**config.mk**
```make
export PLATFORM = sky130hd
export DESIGN_NAME = cmpwm_core
export DESIGN_NICKNAME = d
export VERILOG_FILES = /design/src/design/cmpwm_pkg.sv /design/src/design/cmpwm_sync.sv /design/src/design/cmpwm_core.sv
export SDC_FILE = /design/constraint.sdc
export NUM_CORES = 1
export LEC_CHECK = 0
export BUFFER_PORTS_ARGS = -buffer_cell sky130_fd_sc_hd__buf_2
export CAP_MARGIN = 20
export CORE_ASPECT_RATIO = 0.75
export CORE_MARGIN = 8
export CORE_UTILIZATION = 50
export CTS_CLUSTER_DIAMETER = 150
export DETAILED_ROUTE_END_ITERATION = 7
export PLACE_DENSITY = 0.73
export SLEW_MARGIN = 10
export SYNTH_ARGS = -nofsm -noshare
export SYNTH_HDL_FRONTEND = slang
export SYNTH_HIERARCHICAL = 1
export SYNTH_SLANG_ARGS = --single-unit
```
**constraint.sdc**
```tcl
create_clock -name clk_in -period 2.6 [get_ports clk_in]
set_input_delay 0.52 -clock clk_in [delete_from_list [all_inputs] [get_ports clk_in]]
set_output_delay 0.52 -clock clk_in [all_outputs]
set_load 0.02 [all_outputs]
```
**src/design/cmpwm_pkg.sv**
```systemverilog
// Constants, state types and timing figures of the current-mode PWM core.
// Assumes a single 40 MHz clock; every count is derived from it.
// Summary of operation
// - Duty comparator ends on-time via pulse latch
// - Ramp switch closed at duty ceiling, opened when off-delay ends
// - Gate held off about 156 ns after trigger
// - Compensation slope enabled while gate is on
// - Burst mode disables compensation slope
// - Soft start begins at supply turn-on
// - Thirty-two soft-start steps, one per 300 us
// - Soft start ends at 10 ms, sink off
// - Oscillator 100 kHz, jitter swept over 4 ms
// - Duty ceiling is 0.75 of period
// - Jitter enabled only after soft start, 4 kHz
// - Oscillator sets latch; first comparator resets it
// - Latch reset forces gate off at once
// - Gate low while supply is below off-level
// - Peak-limit comparator resets latch immediately
// - Blanking masks peak, burst and amplifier paths
// - Blanking 220 ns normal, 180 ns burst
// - Burst-limit comparator gated only in burst mode
// - Supply drop resets soft-start counter to zero
package cmpwm_pkg;

  localparam int unsigned CLK_HZ          = 40_000_000;
  localparam int unsigned CLK_NS          = 25;

  // ==========================================================================
  // Oscillator.
  localparam int unsigned OSC_HZ          = 100_000;
  localparam int unsigned JITTER_HZ       = 4_000;
  localparam int unsigned JITTER_MS       = 4;
  localparam int unsigned PERIOD_CYC      = CLK_HZ / OSC_HZ;
  localparam int unsigned JIT_CYC         = CLK_HZ / (OSC_HZ + JITTER_HZ) -
                                            PERIOD_CYC + PERIOD_CYC -
                                            CLK_HZ / (OSC_HZ + JITTER_HZ);
  localparam int unsigned JIT_SPAN_CYC    = PERIOD_CYC -
                                            CLK_HZ / (OSC_HZ + JITTER_HZ);
  localparam int unsigned JIT_MS_CYC      = JITTER_MS * (CLK_HZ / 1000);
  localparam int unsigned JIT_STEP_CYC    = JIT_MS_CYC / (4 * JIT_SPAN_CYC);
  localparam int unsigned DMAX_NUM        = 3;
  localparam int unsigned DMAX_DEN        = 4;
  localparam int unsigned DMAX_CYC        = PERIOD_CYC * DMAX_NUM / DMAX_DEN;

  // ==========================================================================
  // Gate-off delay and blanking; least times round up.
  localparam int unsigned TOFF_NS         = 156;
  localparam int unsigned TOFF_CYC        = (TOFF_NS + CLK_NS - 1) / CLK_NS;
  localparam int unsigned LEB_NORM_NS     = 220;
  localparam int unsigned LEB_BURST_NS    = 180;
  localparam int unsigned LEB_NORM_CYC    = (LEB_NORM_NS + CLK_NS - 1) / CLK_NS;
  localparam int unsigned LEB_BURST_CYC   = (LEB_BURST_NS + CLK_NS - 1) / CLK_NS;

  // ==========================================================================
  // Soft start.
  localparam int unsigned SS_STEPS        = 32;
  localparam int unsigned SS_STEP_US      = 300;
  localparam int unsigned SS_DONE_MS      = 10;
  localparam int unsigned SS_STEP_CYC     = SS_STEP_US * (CLK_HZ / 1_000_000);
  localparam int unsigned SS_DONE_CYC     = SS_DONE_MS * (CLK_HZ / 1000);

  localparam logic [4:0]  SS_LEVEL_RST    = 5'h00;
  localparam logic [4:0]  SS_SINK_RST     = 5'h1F;

  typedef enum logic [1:0] {
    CMPWM_OFF,
    CMPWM_SOFT,
    CMPWM_RUN
  } cmpwm_mode_t;

endpackage : cmpwm_pkg

```
**src/design/cmpwm_sync.sv**
```systemverilog
// Two-flop synchroniser bank for asynchronous comparator levels.
// Assumes the inputs are static levels from analog circuitry.
`timescale 1ns/1ps
`default_nettype none
module cmpwm_sync #(
  parameter int unsigned WIDTH = 4
) (
  // Clock and reset.
  input  wire logic             clk_in,
  input  wire logic             reset_n_in,
  // Levels.
  input  wire logic [WIDTH-1:0] async_in,
  output var  logic [WIDTH-1:0] sync_out
);

  logic [WIDTH-1:0] meta_q;

  // ==========================================================================
  // The first stage is read only by the second stage.
  always_ff @(posedge clk_in or negedge reset_n_in) begin
    if (!reset_n_in) begin
      meta_q   <= '0;
      sync_out <= '0;
    end else begin
      meta_q   <= async_in;
      sync_out <= meta_q;
    end
  end

endmodule // cmpwm_sync
`default_nettype wire

```
**src/design/cmpwm_core.sv**
```systemverilog
// Current-mode PWM core: oscillator, pulse latch, blanking, soft start.
// Assumes the analog comparators and supply detectors drive levels; the
// supply-off detector also drives reset_n_in.
`timescale 1ns/1ps
`default_nettype none
module cmpwm_core
  import cmpwm_pkg::*;
#(
  parameter int unsigned SS_STEP_CYCLES = SS_STEP_CYC,
  parameter int unsigned SS_DONE_CYCLES = SS_DONE_CYC,
  parameter int unsigned JIT_STEP_CYCLES = JIT_STEP_CYC
) (
  // Clock and reset; reset is held while supply is below off-level.
  input  wire logic       clk_in,
  input  wire logic       reset_n_in,
  // Supply and mode levels.
  input  wire logic       supply_on_in,
  input  wire logic       burst_mode_in,
  // Comparator levels from the analog section.
  input  wire logic       duty_comparator_in,
  input  wire logic       softstart_comparator_in,
  input  wire logic       peak_limit_comparator_in,
  input  wire logic       burst_limit_comparator_in,
  // Gate and analog controls.
  output var  logic       gate_out,
  output var  logic       ramp_switch_out,
  output var  logic       compensation_slope_out,
  output var  logic       spike_blanking_out,
  output var  logic       oscillator_duty_pulse_out,
  output var  logic [4:0] softstart_level_out,
  output var  logic [4:0] softstart_sink_out,
  output var  logic       softstart_done_out
);

  typedef struct packed {
    cmpwm_mode_t mode;
    logic [8:0]  period_cnt;
    logic [8:0]  period_len;
    logic [5:0]  jit_ofs;
    logic        jit_down;
    logic [15:0] jit_cnt;
    logic [19:0] ss_cnt;
    logic [18:0] ss_total;
    logic [4:0]  ss_level;
    logic [4:0]  ss_sink;
    logic        ss_done;
    logic        latch;
    logic [3:0]  toff_cnt;
    logic [3:0]  leb_cnt;
    logic        sup_meta;
    logic        sup_sync;
    logic        gate;
    logic        ramp;
    logic        slope;
    logic        blank;
    logic        osc;
  } cmpwm_state_t;

  cmpwm_state_t s_q;
  cmpwm_state_t s_d;
  logic [3:0]   cmp_sync;
  logic         reset_cond;
  logic         period_end;
  logic         duty_end;
  logic         peak_now;

  // ==========================================================================
  // Synchronised comparator results for the latch reset.
  cmpwm_sync #(
    .WIDTH(4)
  ) u_sync (
    .clk_in    (clk_in),
    .reset_n_in(reset_n_in),
    .async_in  ({burst_limit_comparator_in, peak_limit_comparator_in,
                 softstart_comparator_in, duty_comparator_in}),
    .sync_out  (cmp_sync)
  );

  // The raw peak-limit level cuts the gate in the same edge; blanking still
  // masks it so the turn-on spike is ignored.
  assign peak_now = (peak_limit_comparator_in ||
                     (burst_mode_in && burst_limit_comparator_in)) &&
                    !s_q.blank;

  assign period_end = (s_q.period_cnt == s_q.period_len - 9'h001);
  assign duty_end   = (s_q.period_cnt == 9'(DMAX_CYC - 1));

  // ==========================================================================
  always_comb begin
    s_d = s_q;
    s_d.sup_meta = supply_on_in;
    s_d.sup_sync = s_q.sup_meta;
    reset_cond = 1'b0;

    unique case (s_q.mode)
      CMPWM_OFF: begin
        if (s_q.sup_sync) begin
          s_d.mode = CMPWM_SOFT;
          s_d.ss_cnt = '0;
          s_d.ss_total = '0;
          s_d.ss_level = SS_LEVEL_RST;
        end
      end
      CMPWM_SOFT: begin
        s_d.ss_total = s_q.ss_total + 19'h00001;
        if (s_q.ss_cnt == 20'(SS_STEP_CYCLES - 1)) begin
          s_d.ss_cnt = '0;
          if (s_q.ss_level != 5'(SS_STEPS - 1)) begin
            s_d.ss_level = s_q.ss_level + 5'h01;
          end
        end else begin
          s_d.ss_cnt = s_q.ss_cnt + 20'h00001;
        end
        if (s_q.ss_total == 19'(SS_DONE_CYCLES - 1)) begin
          s_d.mode = CMPWM_RUN;
          s_d.ss_done = 1'b1;
          s_d.ss_level = 5'(SS_STEPS - 1);
        end
      end
      CMPWM_RUN: begin
        // Triangle sweep of the period length between -4 kHz and +4 kHz of nominal.
        if (s_q.jit_cnt == 16'(JIT_STEP_CYCLES - 1)) begin
          s_d.jit_cnt = '0;
          if (s_q.jit_down) begin
            if (s_q.jit_ofs == 6'(2 * JIT_SPAN_CYC)) s_d.jit_down = 1'b0;
            else s_d.jit_ofs = s_q.jit_ofs + 6'h01;
          end else begin
            if (s_q.jit_ofs == 6'h00) s_d.jit_down = 1'b1;
            else s_d.jit_ofs = s_q.jit_ofs - 6'h01;
          end
        end else begin
          s_d.jit_cnt = s_q.jit_cnt + 16'h0001;
        end
      end
      default: s_d.mode = CMPWM_OFF;
    endcase

    // Oscillator; period length is latched at each period start. Before
    // normal operation the period stays nominal, so soft start sees no jitter.
    if (s_q.mode == CMPWM_OFF) begin
      s_d.period_cnt = '0;
    end else if (period_end) begin
      s_d.period_cnt = '0;
      if (s_q.mode == CMPWM_RUN) begin
        s_d.period_len = 9'(PERIOD_CYC + JIT_SPAN_CYC) -
                         {3'h0, s_q.jit_ofs};
      end else begin
        s_d.period_len = 9'(PERIOD_CYC);
      end
    end else begin
      s_d.period_cnt = s_q.period_cnt + 9'h001;
    end

    // Pulse latch: set on period start, reset by first comparator.
    s_d.osc = (s_q.period_cnt < 9'(DMAX_CYC)) && (s_q.mode != CMPWM_OFF);
    if (s_q.mode != CMPWM_OFF && period_end) begin
      s_d.latch = 1'b1;
      s_d.toff_cnt = 4'(TOFF_CYC);
      s_d.ramp = 1'b1;
    end else begin
      reset_cond = cmp_sync[0] && !s_q.blank && s_q.toff_cnt == 4'h0
                || cmp_sync[1] && !s_q.blank
                || cmp_sync[2] && !s_q.blank
                || cmp_sync[3] && burst_mode_in && !s_q.blank
                || peak_now || duty_end;
      if (reset_cond) s_d.latch = 1'b0;
      if (duty_end) s_d.ramp = 1'b1;
      if (s_q.toff_cnt != 4'h0) begin
        s_d.toff_cnt = s_q.toff_cnt - 4'h1;
        if (s_q.toff_cnt == 4'h1) s_d.ramp = 1'b0;
      end
    end

    // Gate on only after the off-delay, cut at once when latch resets.
    s_d.gate = s_d.latch && s_d.toff_cnt == 4'h0 &&
               s_q.mode != CMPWM_OFF && s_q.sup_sync;

    // Blanking starts at each switch-on edge.
    if (s_d.gate && !s_q.gate) begin
      s_d.leb_cnt = burst_mode_in ? 4'(LEB_BURST_CYC) :
                                    4'(LEB_NORM_CYC);
    end else if (s_q.leb_cnt != 4'h0) begin
      s_d.leb_cnt = s_q.leb_cnt - 4'h1;
    end
    s_d.blank = (s_d.leb_cnt != 4'h0);

    s_d.slope = s_d.gate && !burst_mode_in;

    // Sink is registered so the output comes straight from a flip-flop.
    s_d.ss_sink = (s_d.mode == CMPWM_OFF || s_d.ss_done) ? 5'h00 :
                  SS_SINK_RST - s_d.ss_level;
  end

  // ==========================================================================
  // Supply loss arrives as reset, which restarts soft start from zero.
  always_ff @(posedge clk_in or negedge reset_n_in) begin
    if (!reset_n_in) begin
      s_q <= '{mode: CMPWM_OFF, period_len: 9'(PERIOD_CYC),
               ss_level: SS_LEVEL_RST, default: '0};
    end else begin
      s_q <= s_d;
    end
  end

  always_comb begin
    gate_out                  = s_q.gate;
    ramp_switch_out           = s_q.ramp;
    compensation_slope_out    = s_q.slope;
    spike_blanking_out        = s_q.blank;
    oscillator_duty_pulse_out = s_q.osc;
    softstart_level_out       = s_q.ss_level;
    softstart_sink_out        = s_q.ss_sink;
    softstart_done_out        = s_q.ss_done;
  end

  // ==========================================================================
  property p_gate_needs_latch;
    @(posedge clk_in) disable iff (!reset_n_in)
      gate_out |-> s_q.latch;
  endproperty
  a_gate_needs_latch: assert property (p_gate_needs_latch)
    else $error("Gate on while latch reset.");

  property p_peak_cuts;
    @(posedge clk_in) disable iff (!reset_n_in)
      (peak_now && !period_end) |=> !gate_out;
  endproperty
  a_peak_cuts: assert property (p_peak_cuts)
    else $error("Peak limit did not cut the gate.");

  property p_toff;
    @(posedge clk_in) disable iff (!reset_n_in)
      (s_q.mode != CMPWM_OFF && period_end) |=> !gate_out [*4];
  endproperty
  a_toff: assert property (p_toff)
    else $error("Gate on within off-delay.");

  property p_slope_burst;
    @(posedge clk_in) disable iff (!reset_n_in)
      compensation_slope_out |-> gate_out && !$past(burst_mode_in);
  endproperty
  a_slope_burst: assert property (p_slope_burst)
    else $error("Slope active without gate or in burst.");

  property p_duty_max;
    @(posedge clk_in) disable iff (!reset_n_in)
      duty_end |=> !gate_out;
  endproperty
  a_duty_max: assert property (p_duty_max)
    else $error("Gate past duty ceiling.");

  property p_jitter_run;
    @(posedge clk_in) disable iff (!reset_n_in)
      (s_q.jit_ofs != 6'h00) |-> s_q.mode == CMPWM_RUN;
  endproperty
  a_jitter_run: assert property (p_jitter_run)
    else $error("Jitter before soft start done.");

  property p_ss_start;
    @(posedge clk_in) disable iff (!reset_n_in)
      (s_q.mode == CMPWM_OFF && s_q.sup_sync) |=>
        s_q.mode == CMPWM_SOFT && softstart_level_out == 5'h00;
  endproperty
  a_ss_start: assert property (p_ss_start)
    else $error("Soft start did not begin at zero.");

  property p_ss_done;
    @(posedge clk_in) disable iff (!reset_n_in)
      softstart_done_out |-> softstart_sink_out == 5'h00;
  endproperty
  a_ss_done: assert property (p_ss_done)
    else $error("Sink still on after soft start.");

  property p_blank_start;
    @(posedge clk_in) disable iff (!reset_n_in)
      $rose(gate_out) |-> spike_blanking_out;
  endproperty
  a_blank_start: assert property (p_blank_start)
    else $error("No blanking at switch-on.");

  property p_ramp_duty;
    @(posedge clk_in) disable iff (!reset_n_in)
      (duty_end && !period_end) |=> ramp_switch_out;
  endproperty
  a_ramp_duty: assert property (p_ramp_duty)
    else $error("Ramp switch open after duty ceiling.");

  property p_slope_off_burst;
    @(posedge clk_in) disable iff (!reset_n_in)
      burst_mode_in |=> !compensation_slope_out;
  endproperty
  a_slope_off_burst: assert property (p_slope_off_burst)
    else $error("Slope injected in burst mode.");

  property p_jit_range;
    @(posedge clk_in) disable iff (!reset_n_in)
      s_q.period_len >= 9'(PERIOD_CYC - JIT_SPAN_CYC) &&
      s_q.period_len <= 9'(PERIOD_CYC + JIT_SPAN_CYC);
  endproperty
  a_jit_range: assert property (p_jit_range)
    else $error("Period length outside jitter range.");

  property p_nominal_soft;
    @(posedge clk_in) disable iff (!reset_n_in)
      (s_q.mode != CMPWM_RUN) |-> s_q.period_len == 9'(PERIOD_CYC);
  endproperty
  a_nominal_soft: assert property (p_nominal_soft)
    else $error("Period jittered before normal operation.");

endmodule // cmpwm_core
`default_nettype wire

```
# == Word-level counts from Yosys, hierarchy flattened ==
# Cells that the tools add are included.
# word_totals
input_bits,8
out_inout_bits,16
register_bits,117
# op_classes
n_mux,31
n_lt_le_gt_ge,1
n_addsub,12
n_reduce_logical,39
n_bitwise,1
n_eq_ne,13
# ops
op,count
$pmux 44 s2,1
$mux 44,1
$mux 9,3
$mux 5,5
$add 20x1->20 const B,1
$eq 20x14->1 const B,1
$mux 20,1
$add 19x1->19 const B,1
$eq 19x19->1 const B,1
$add 16x1->16 const B,1
$eq 16x12->1 const B,1
$mux 16,1
$logic_and 1x1->1,15
$mux 4,3
$mux 6,2
$reduce_bool 4->1,3
$mux 1,10
$add 9x1->9 const B,1
$eq 9x9->1,1
$eq 9x9->1 const B,1
$lt 9x9->1 const B,1
$sub 8x7->9 const A,1
$sub 9x1->9 const B,1
$logic_not 4->1,2
other kinds (22),38

# == Depth between registers and ports, before layout ==
# Gate-level depths: netlist of the first run.
# depth
word_depth,17
ltp_mapped,9

# == Cells and area by module ==
# Netlist of the first run, hierarchy kept.
# by_module_without_submodules
module,area_per_inst_um2,instances,cells_per_inst,seq_area_each_um2
cmpwm_core,5793.1,1,611,2705.1
cmpwm_sync,200.2,1,8,200.2

# == Least setup slack after synthesis of the first run ==
# OpenSTA, ideal clock, no wires.
# synth_timing
path_kind,register to register
from,register s_q[89] in the netlist's numbering
to,register s_q (netlist bit spike_blanking_out)
path_buffers,0
setup_ps,131
arrival_time_ps,2135
required_ps,2469
synth_period_minus_slack_ps,2266
path_slack_ps,334
stages_incl_launch_ff,9
path_cell_list,dfrtp_1 -> inv_1 -> ha_1 -> nor3b_1 -> xnor2_1 -> o2111ai_1 -> nor4_4 -> nor4_4 -> or3_1
# synth_rtl
item,line,rtl
start: declaration,cmpwm_core.sv:59,cmpwm_state_t s_q;
start signal: assignment,cmpwm_core.sv:198,"s_q <= '{mode: CMPWM_OFF, period_len: 9'(PERIOD_CYC),"

# == Worst setup path after layout of the first run ==
# layout_timing
from,register s_q[89] in the netlist's numbering
to,register s_q[92] in the netlist's numbering
# layout_between
elab_chain_cells,3
# layout_rtl
item,line,rtl
$sub 9x1->9,cmpwm_core.sv:85,assign period_end = (s_q.period_cnt == s_q.period_len - 9'h001);
$eq 9x9->1,cmpwm_core.sv:85,
$reduce_and 2->1 (no line),n/a,
# No other way between the ends.
# A chain may end at the register's enable or synchronous reset.

==> results of run 1 <==
==> metal layers <==
layer / track usage [%] / part of all wire, %
met5: 0 / 0
met4: 5.720 / 1.2
met3: 4.088 / 4.5
met2: 25.44 / 46
met1: 23.63 / 49
==> cell families after synthesis <==
family                   count (synthesis)  synth area share [%]
flip-flops                             116                 48.48
XOR/XNOR                                47                 6.869
adder cells (fa/ha/maj)                 16                 3.466
buffers and inverters                   45                 3.570
AND/OR/NAND/NOR                        271                 23.99
AO/OA/AOI/OAI                          111                 11.34
multiplexers                            13                 2.296
==> state kept, by name, indices dropped and copies added (netlist names) <==
signal,flops
compensation_slope_out,1
gate_out,1
oscillator_duty_pulse_out,1
ramp_switch_out,1
s_d,1
s_q,91
softstart_done_out,1
softstart_level_out,5
softstart_sink_out,5
spike_blanking_out,1
u_sync/meta_q,4
u_sync/sync_out,4
==> worst max-delay path: cells and delay by family, from the launching register on <==
| kind | cells | cell delay (ps) |
|---|---|---|
| buffers and inverters | 2 | 340 |
| XOR/XNOR | 1 | 150 |
| adder cells (fa/ha/maj) | 1 | 240 |
| flip-flops | 1 | 420 |
| multiplexers | 1 | 350 |
| AO/OA/AOI/OAI | 1 | 240 |
| AND/OR/NAND/NOR | 2 | 560 |
==> final cells by class <==
type,instances,area share [%]
Clock buffer,22,6.744
Clock inverter,10,1.891
Inverter,19,1.036
Multi-Input combinational cell,458,41.83
Sequential cell,116,42.21
Tap cell,162,2.945
Timing Repair Buffer,36,3.345
==> cell usage in the layout, fill, tap and decap left out, types with 7 or more instances in the layout <==
master / n
clkbuf_16: 17
o31ai_1: 10
dfrtp_1: 114
a21oi_1: 17
nand2_1: 71
nand4_1: 16
and3_1: 13
nor2b_1: 12
buf_2: 22
o21ai_0: 50
nand3_1: 31
nor3_1: 14
inv_1: 19
nor2_1: 56
nor4_1: 7
buf_4: 12
xor2_1: 26
xnor2_1: 21
or3_1: 7
ha_1: 15
mux2i_1: 7
==> final timing paths <==
path / slack, ps / startpoint / to / cells after the start
hold reg to reg: 350 / u_sync/meta_q[1] / u_sync/sync_out[1] / 0
setup / recovery: 180 / s_q[89] / s_q[92] / 8
min in group asynchronous: 540 / reset_n_in / s_q[103] / 2
hold / removal: 230 / softstart_comparator_in / u_sync/meta_q[1] / 1
setup reg to reg: 180 / s_q[89] / s_q[92] / 8
max in group asynchronous: 1420 / reset_n_in / s_q[93] / 3
==> repair_timing <==
item	4_1_cts	5_1_grt
hold buffers	1	0
endpoints found under the setup margin	0	2
hold endpoints to repair	14	0
==> per-stage QoR <==
stage	instance area (sq um)	utilization [%]
6_report	6883	59.05
3_3_place_gp	6279	53.86
3_5_place_dp	6279	53.86
4_1_cts	6883	59.05
2_1_floorplan	5993	-
5_1_grt	6883	59.05
==> power by group through the flow <==
| stage | clock network, mW | registers (mW) | logic, mW |
|---|---|---|---|
| detailed placement | 0 | 2.11 | 0.437 |
| CTS | 2.38 | 2.08 | 0.444 |
| floorplan | 0 | 2.05 | 0.337 |
| finish | 2.35 | 2.08 | 0.440 |
| global route | 2.46 | 2.10 | 0.505 |
| global placement | 0 | 2.10 | 0.413 |
==> metrics, run 1 <==
status=finished, final reports clean; Critical Path RT=2890 ps; antenna-violating nets left=0; grt ovf=0; slowest CP cell=dfrtp_1; Worst slew margin=53.20%; Die ar.=0.01578 sq mm; total global-route track usage=17.01%; vias per cell=5.717; I/O Pins=24; Post-synth top cells=114 x dfrtp_1, 71 x nand2_1, 56 x nor2_1; setup ws final=182.9 ps; Lkg Pwr=3.132 nW; Layout area overhead=14.84%; critical path capture point type=flip-flop; Mapped Cells=619; Seq/Total Area, Yosys=48.48%; combinational fraction of design power=9.0%; Syn Area/Cell=9.682 sq um; core box area=0.01166 sq mm; Nets=672; Synth async-reset ratio=100.0%; final setup TNS=0 ps; DRT Wirelength=13140 um; number of max-cap violations=0; Port Buf Inserts=23; CTS Sinks=116; post-CTS sizing=0; CTS Buffer Depth=2; Worst Setup Path Type=flip-flop to flip-flop; fin crit period=2417 ps; depth of the CTS H-tree=4; CTS buffer count=17; setup bufs post-CTS=0; Synth Flop Type=dfrtp_1; Min-Delay Path Class=primary input to flip-flop; Multi-input gate area=0.002879 sq mm; fmax=413.7 MHz; PD cells=708.0 mW/mm^2; num rows=34; critical-path cell list=inv_1 > ha_1 > nor3b_1 > xnor2_1 > o2111ai_1 > nor4_4 > buf_4 > mux2_2; first-pass GRT wire length=22050 um; Die H=110.8 um; Cell Area, Synth=0.005993 sq mm; ratio of final minimum period to clock period=92.96%; DP Cell Count=790; share of layout cells above drive strength 1=12.86%; fin. max-slew vios=0; CP Launch Type=flip-flop; final hold slack=227.9 ps; TritonCTS clock tree=done; number of diodes=0; sw power=1.210 mW; vias in the first global route=4644; register share of total power=42.8%; number of unique standard cell types used by synthesis=54; top-area cell type share of the netlist area=47.60%; RSZ-0062 raised after global routing=no; most frequent cell after synthesis=dfrtp_1; Worst Max-Slew Pin Slew=700.3 ps; sw frac=24.82%; Max stage delay on crit path=420 ps; Critical Path Fanout Max=10; Initial Utilization=51.42%; Layout Cells excl Fill=823; clk_lat worst skew=410 ps; synthesis-stage register bit count=116; # setup viols final=0; CTS root buf=clkbuf_16; drt pass-1 iters=5; synth top area cells=dfrtp_1 48%, nand2_1 4.4%, o21ai_0 4.2%; Initial DRC Count=275; Die Wd=142.4 um; GP Congestion=0.8434; Worst Skew=9.914 ps; leading area contributor after synthesis=dfrtp_1; Power, Total=4.873 mW; pre-CTS setup slack=101.0 ps; Reg clk slew, reported paths=60 ps; Post-Syn Nets=643; # DRC=0; Yosys warnings=6; Internal=3.664 mW; sequential cell area=0.002905 sq mm; Worst VDD drop=0.4648 mV; Worst EP arrival=2710 ps; Fill cells=1028; drt wl/cell=15.96 um; routed vias=4705; largest net degree at the start of global routing=54; Final HPWL DP=9095 um; EDFF count, synth=0; initial antenna violation count=0; Hold Vio Cnt, Final=0; clock share of power=48.2%
Power figures use the tool's default switching activity.
==> run 2: changes to the inputs <==
- ABC_AREA: default -> 1
==> run 2 against run 1 <==
Clock power decreased by 7%. Die area increased by 4.3%. Cell count increased by 21%. Register-to-register slack improved by 80 ps. Via count increased by 16%. Sequential share of layout area decreased by 1.7 points. Sequential power increased by 7%. Sequential cell count unchanged. First-iteration DRC count increased by 76%. Combinational power increased by 97%. Largest power group is now sequential cells. Highest routed layer unchanged.
==> metrics, run 2 <==
Die Wd=145.5 um; Cell Area, Placed=0.006599 sq mm; Port Buf Inserts=23; total global-route track usage=18.43%; Worst slew margin=61.40%; commonest non-fill, non-tap cell in the layout=nand2_1; critical path capture point type=flip-flop; Worst VDD drop=0.5123 mV; leading area contributor after synthesis=dfrtp_1; share of layout cells above drive strength 1=10.72%; Nets=844; worst reg2reg path depth=12; CP Launch Type=flip-flop; CTS buffer count=17; Post-Syn Nets=807; critical path depth in cells=12; Worst Setup Path Type=flip-flop to flip-flop; number of max-cap violations=0; final hold slack=105.8 ps; Min-Delay Path Class=primary input to async pin; combinational fraction of design power=16.4%; sequential cell area=0.002905 sq mm; Reg clk slew, reported paths=50 ps; num rows=35; CTS Sinks=116; Mapped Cells=783; Hold Vio Cnt, Final=0; top-area cell type share of the netlist area=45.37%; Layout area overhead=14.03%; ratio of final minimum period to clock period=89.71%; Fill cells=1100; Die ar.=0.01646 sq mm; clk_lat worst skew=410 ps; Most common cell on crit path=nand2_1; Post-synth top cells=143 x nand2_1, 114 x dfrtp_1, 105 x inv_1; number of diodes=0; # setup viols final=0; first-pass GRT wire length=24830 um; Crit Reg-Reg Startpoint=s_q[89]; synth top area cells=dfrtp_1 45%, nand2_1 8.5%, inv_1 6.3%; largest net degree at the start of global routing=43; drt wl/cell=14.83 um; clock share of power=41.3%; fin. max-slew vios=0; Yosys warnings=6; Critical Path Fanout Max=8; Layout Cells excl Fill=996; DP Cell Count=965; core box area=0.01226 sq mm; fmax=428.7 MHz; fin crit period=2333 ps; max reg flops=91; Internal=3.767 mW; grt ovf=0; Synth async-reset ratio=100.0%; slowest CP cell=dfrtp_1; Worst EP arrival=2660 ps; Die H=113.1 um; fin util=58.47%; Worst Max-Slew Pin Slew=578.3 ps; Initial Utilization=51.28%; Power, Total=5.284 mW; status=finished, final reports clean; CTS root buf=clkbuf_16; Synth Flop Type=dfrtp_1; I/O Pins=24; Syn Area/Cell=8.030 sq um; Top reg by flops=s_q; register share of total power=42.2%; critical-path cell list=inv_1 > ha_2 > xor2_1 > nand2_1 > nor2_1 > nand2_1 > nor2_1 > nand4_1 > nand4_1 > buf_4 > nand2_1 > o21ai_0; Initial DRC Count=484; GP Congestion=0.8979; antenna-violating nets left=0; PD cells=737.1 mW/mm^2; most frequent cell after synthesis=nand2_1; Lkg Pwr=3.426 nW; setup ws final=267.5 ps; # DRC=0; synthesis-stage register bit count=116; r2r setup slk=270 ps; final setup TNS=0 ps; depth of the CTS H-tree=4; Buf+Inv Stages, Crit Path=2; Finished Cell Area=0.007169 sq mm; Critical Path RT=2930 ps; CTS Buffer Depth=2; vias in the first global route=5227; Seq/Total Area, Yosys=46.21%; crit-path leading delay family=simple AND/OR/NAND/NOR gates; sw power=1.517 mW; RSZ-0062 raised after global routing=no; Cell Area, Synth=0.006287 sq mm; commonest cells after routing, fill and taps aside=143 x nand2_1, 114 x dfrtp_1, 104 x inv_1; initial antenna violation count=0; Max stage delay on crit path=390 ps; vias per cell=5.491; number of unique standard cell types used by synthesis=44; EDFF count, synth=0; capture point of the worst reg-to-reg path=s_q[7]; DRT Wirelength=14770 um; sw frac=28.71%; TritonCTS clock tree=done; pre-CTS setup slack=320.4 ps; drt pass-1 iters=5; Multi-input gate area=0.002863 sq mm; Worst Skew=18.06 ps; Final HPWL DP=10630 um; routed vias=5469
[run 2: worst max path at each step]
stage	startpoint	endpoint	slack [ps]
after floorplan	s_q[89]	spike_blanking_out	800
after global placement	s_q[89]	spike_blanking_out	440
after detailed placement	s_q[89]	s_q[90]	320
after CTS	s_q[89]	s_q[90]	280
after global routing	s_q[89]	s_q[7]	10
final	s_q[89]	s_q[7]	270
[run 2: cells by family after synthesis]
group	after synthesis	share of synthesized area (%)
flops	116	46.21
fa+ha+maj	16	3.303
compound gates	113	10.03
buf+inv	127	8.299
xor+xnor	31	4.318
simple gates	380	27.84
[run 2: area by class of cell]
| class | instances | area share [%] |
|---|---|---|
| inverter | 108 | 5.654 |
| timing repair buffer | 37 | 3.281 |
| clock inverter | 4 | 0.6632 |
| sequential | 116 | 40.52 |
| clock buffer | 25 | 7.051 |
| tap | 166 | 2.897 |
| multi-input combinational | 540 | 39.93 |
[run 2: power by group through the flow]
stage	Clock, mW	Sequential, mW	Combinational, mW
floorplan	0	2.21	0.634
detailed placement	0	2.24	0.853
global placement	0	2.24	0.806
global route	2.32	2.26	0.989
CTS	2.22	2.22	0.866
finish	2.19	2.23	0.869
[run 2: what timing repair did]
action / 4_1_cts / 5_1_grt
setup buffers: 0 / 2
endpoints found under the setup margin: 0 / 7
resized for setup: 0 / 2
hold buffers: 0 / 0
[run 2: worst register-to-register path, stage by stage, from the launching register on]
cell	delay, ps
dfrtp_1	390
inv_1	140
ha_2	300
xor2_1	130
nand2_1	90
nor2_1	140
nand2_1	60
nor2_1	110
nand4_1	320
nand4_1	300
buf_4	160
nand2_1	50
o21ai_0	70
[run 2: routing by layer]
metal	vias up	wire, um	global-route usage, %
li1	2662	-	-
met1	2601	7003	24.40
met2	186	6661	28.26
met3	20	941	6.021
met4	0	167	5.602
met5	-	0	0
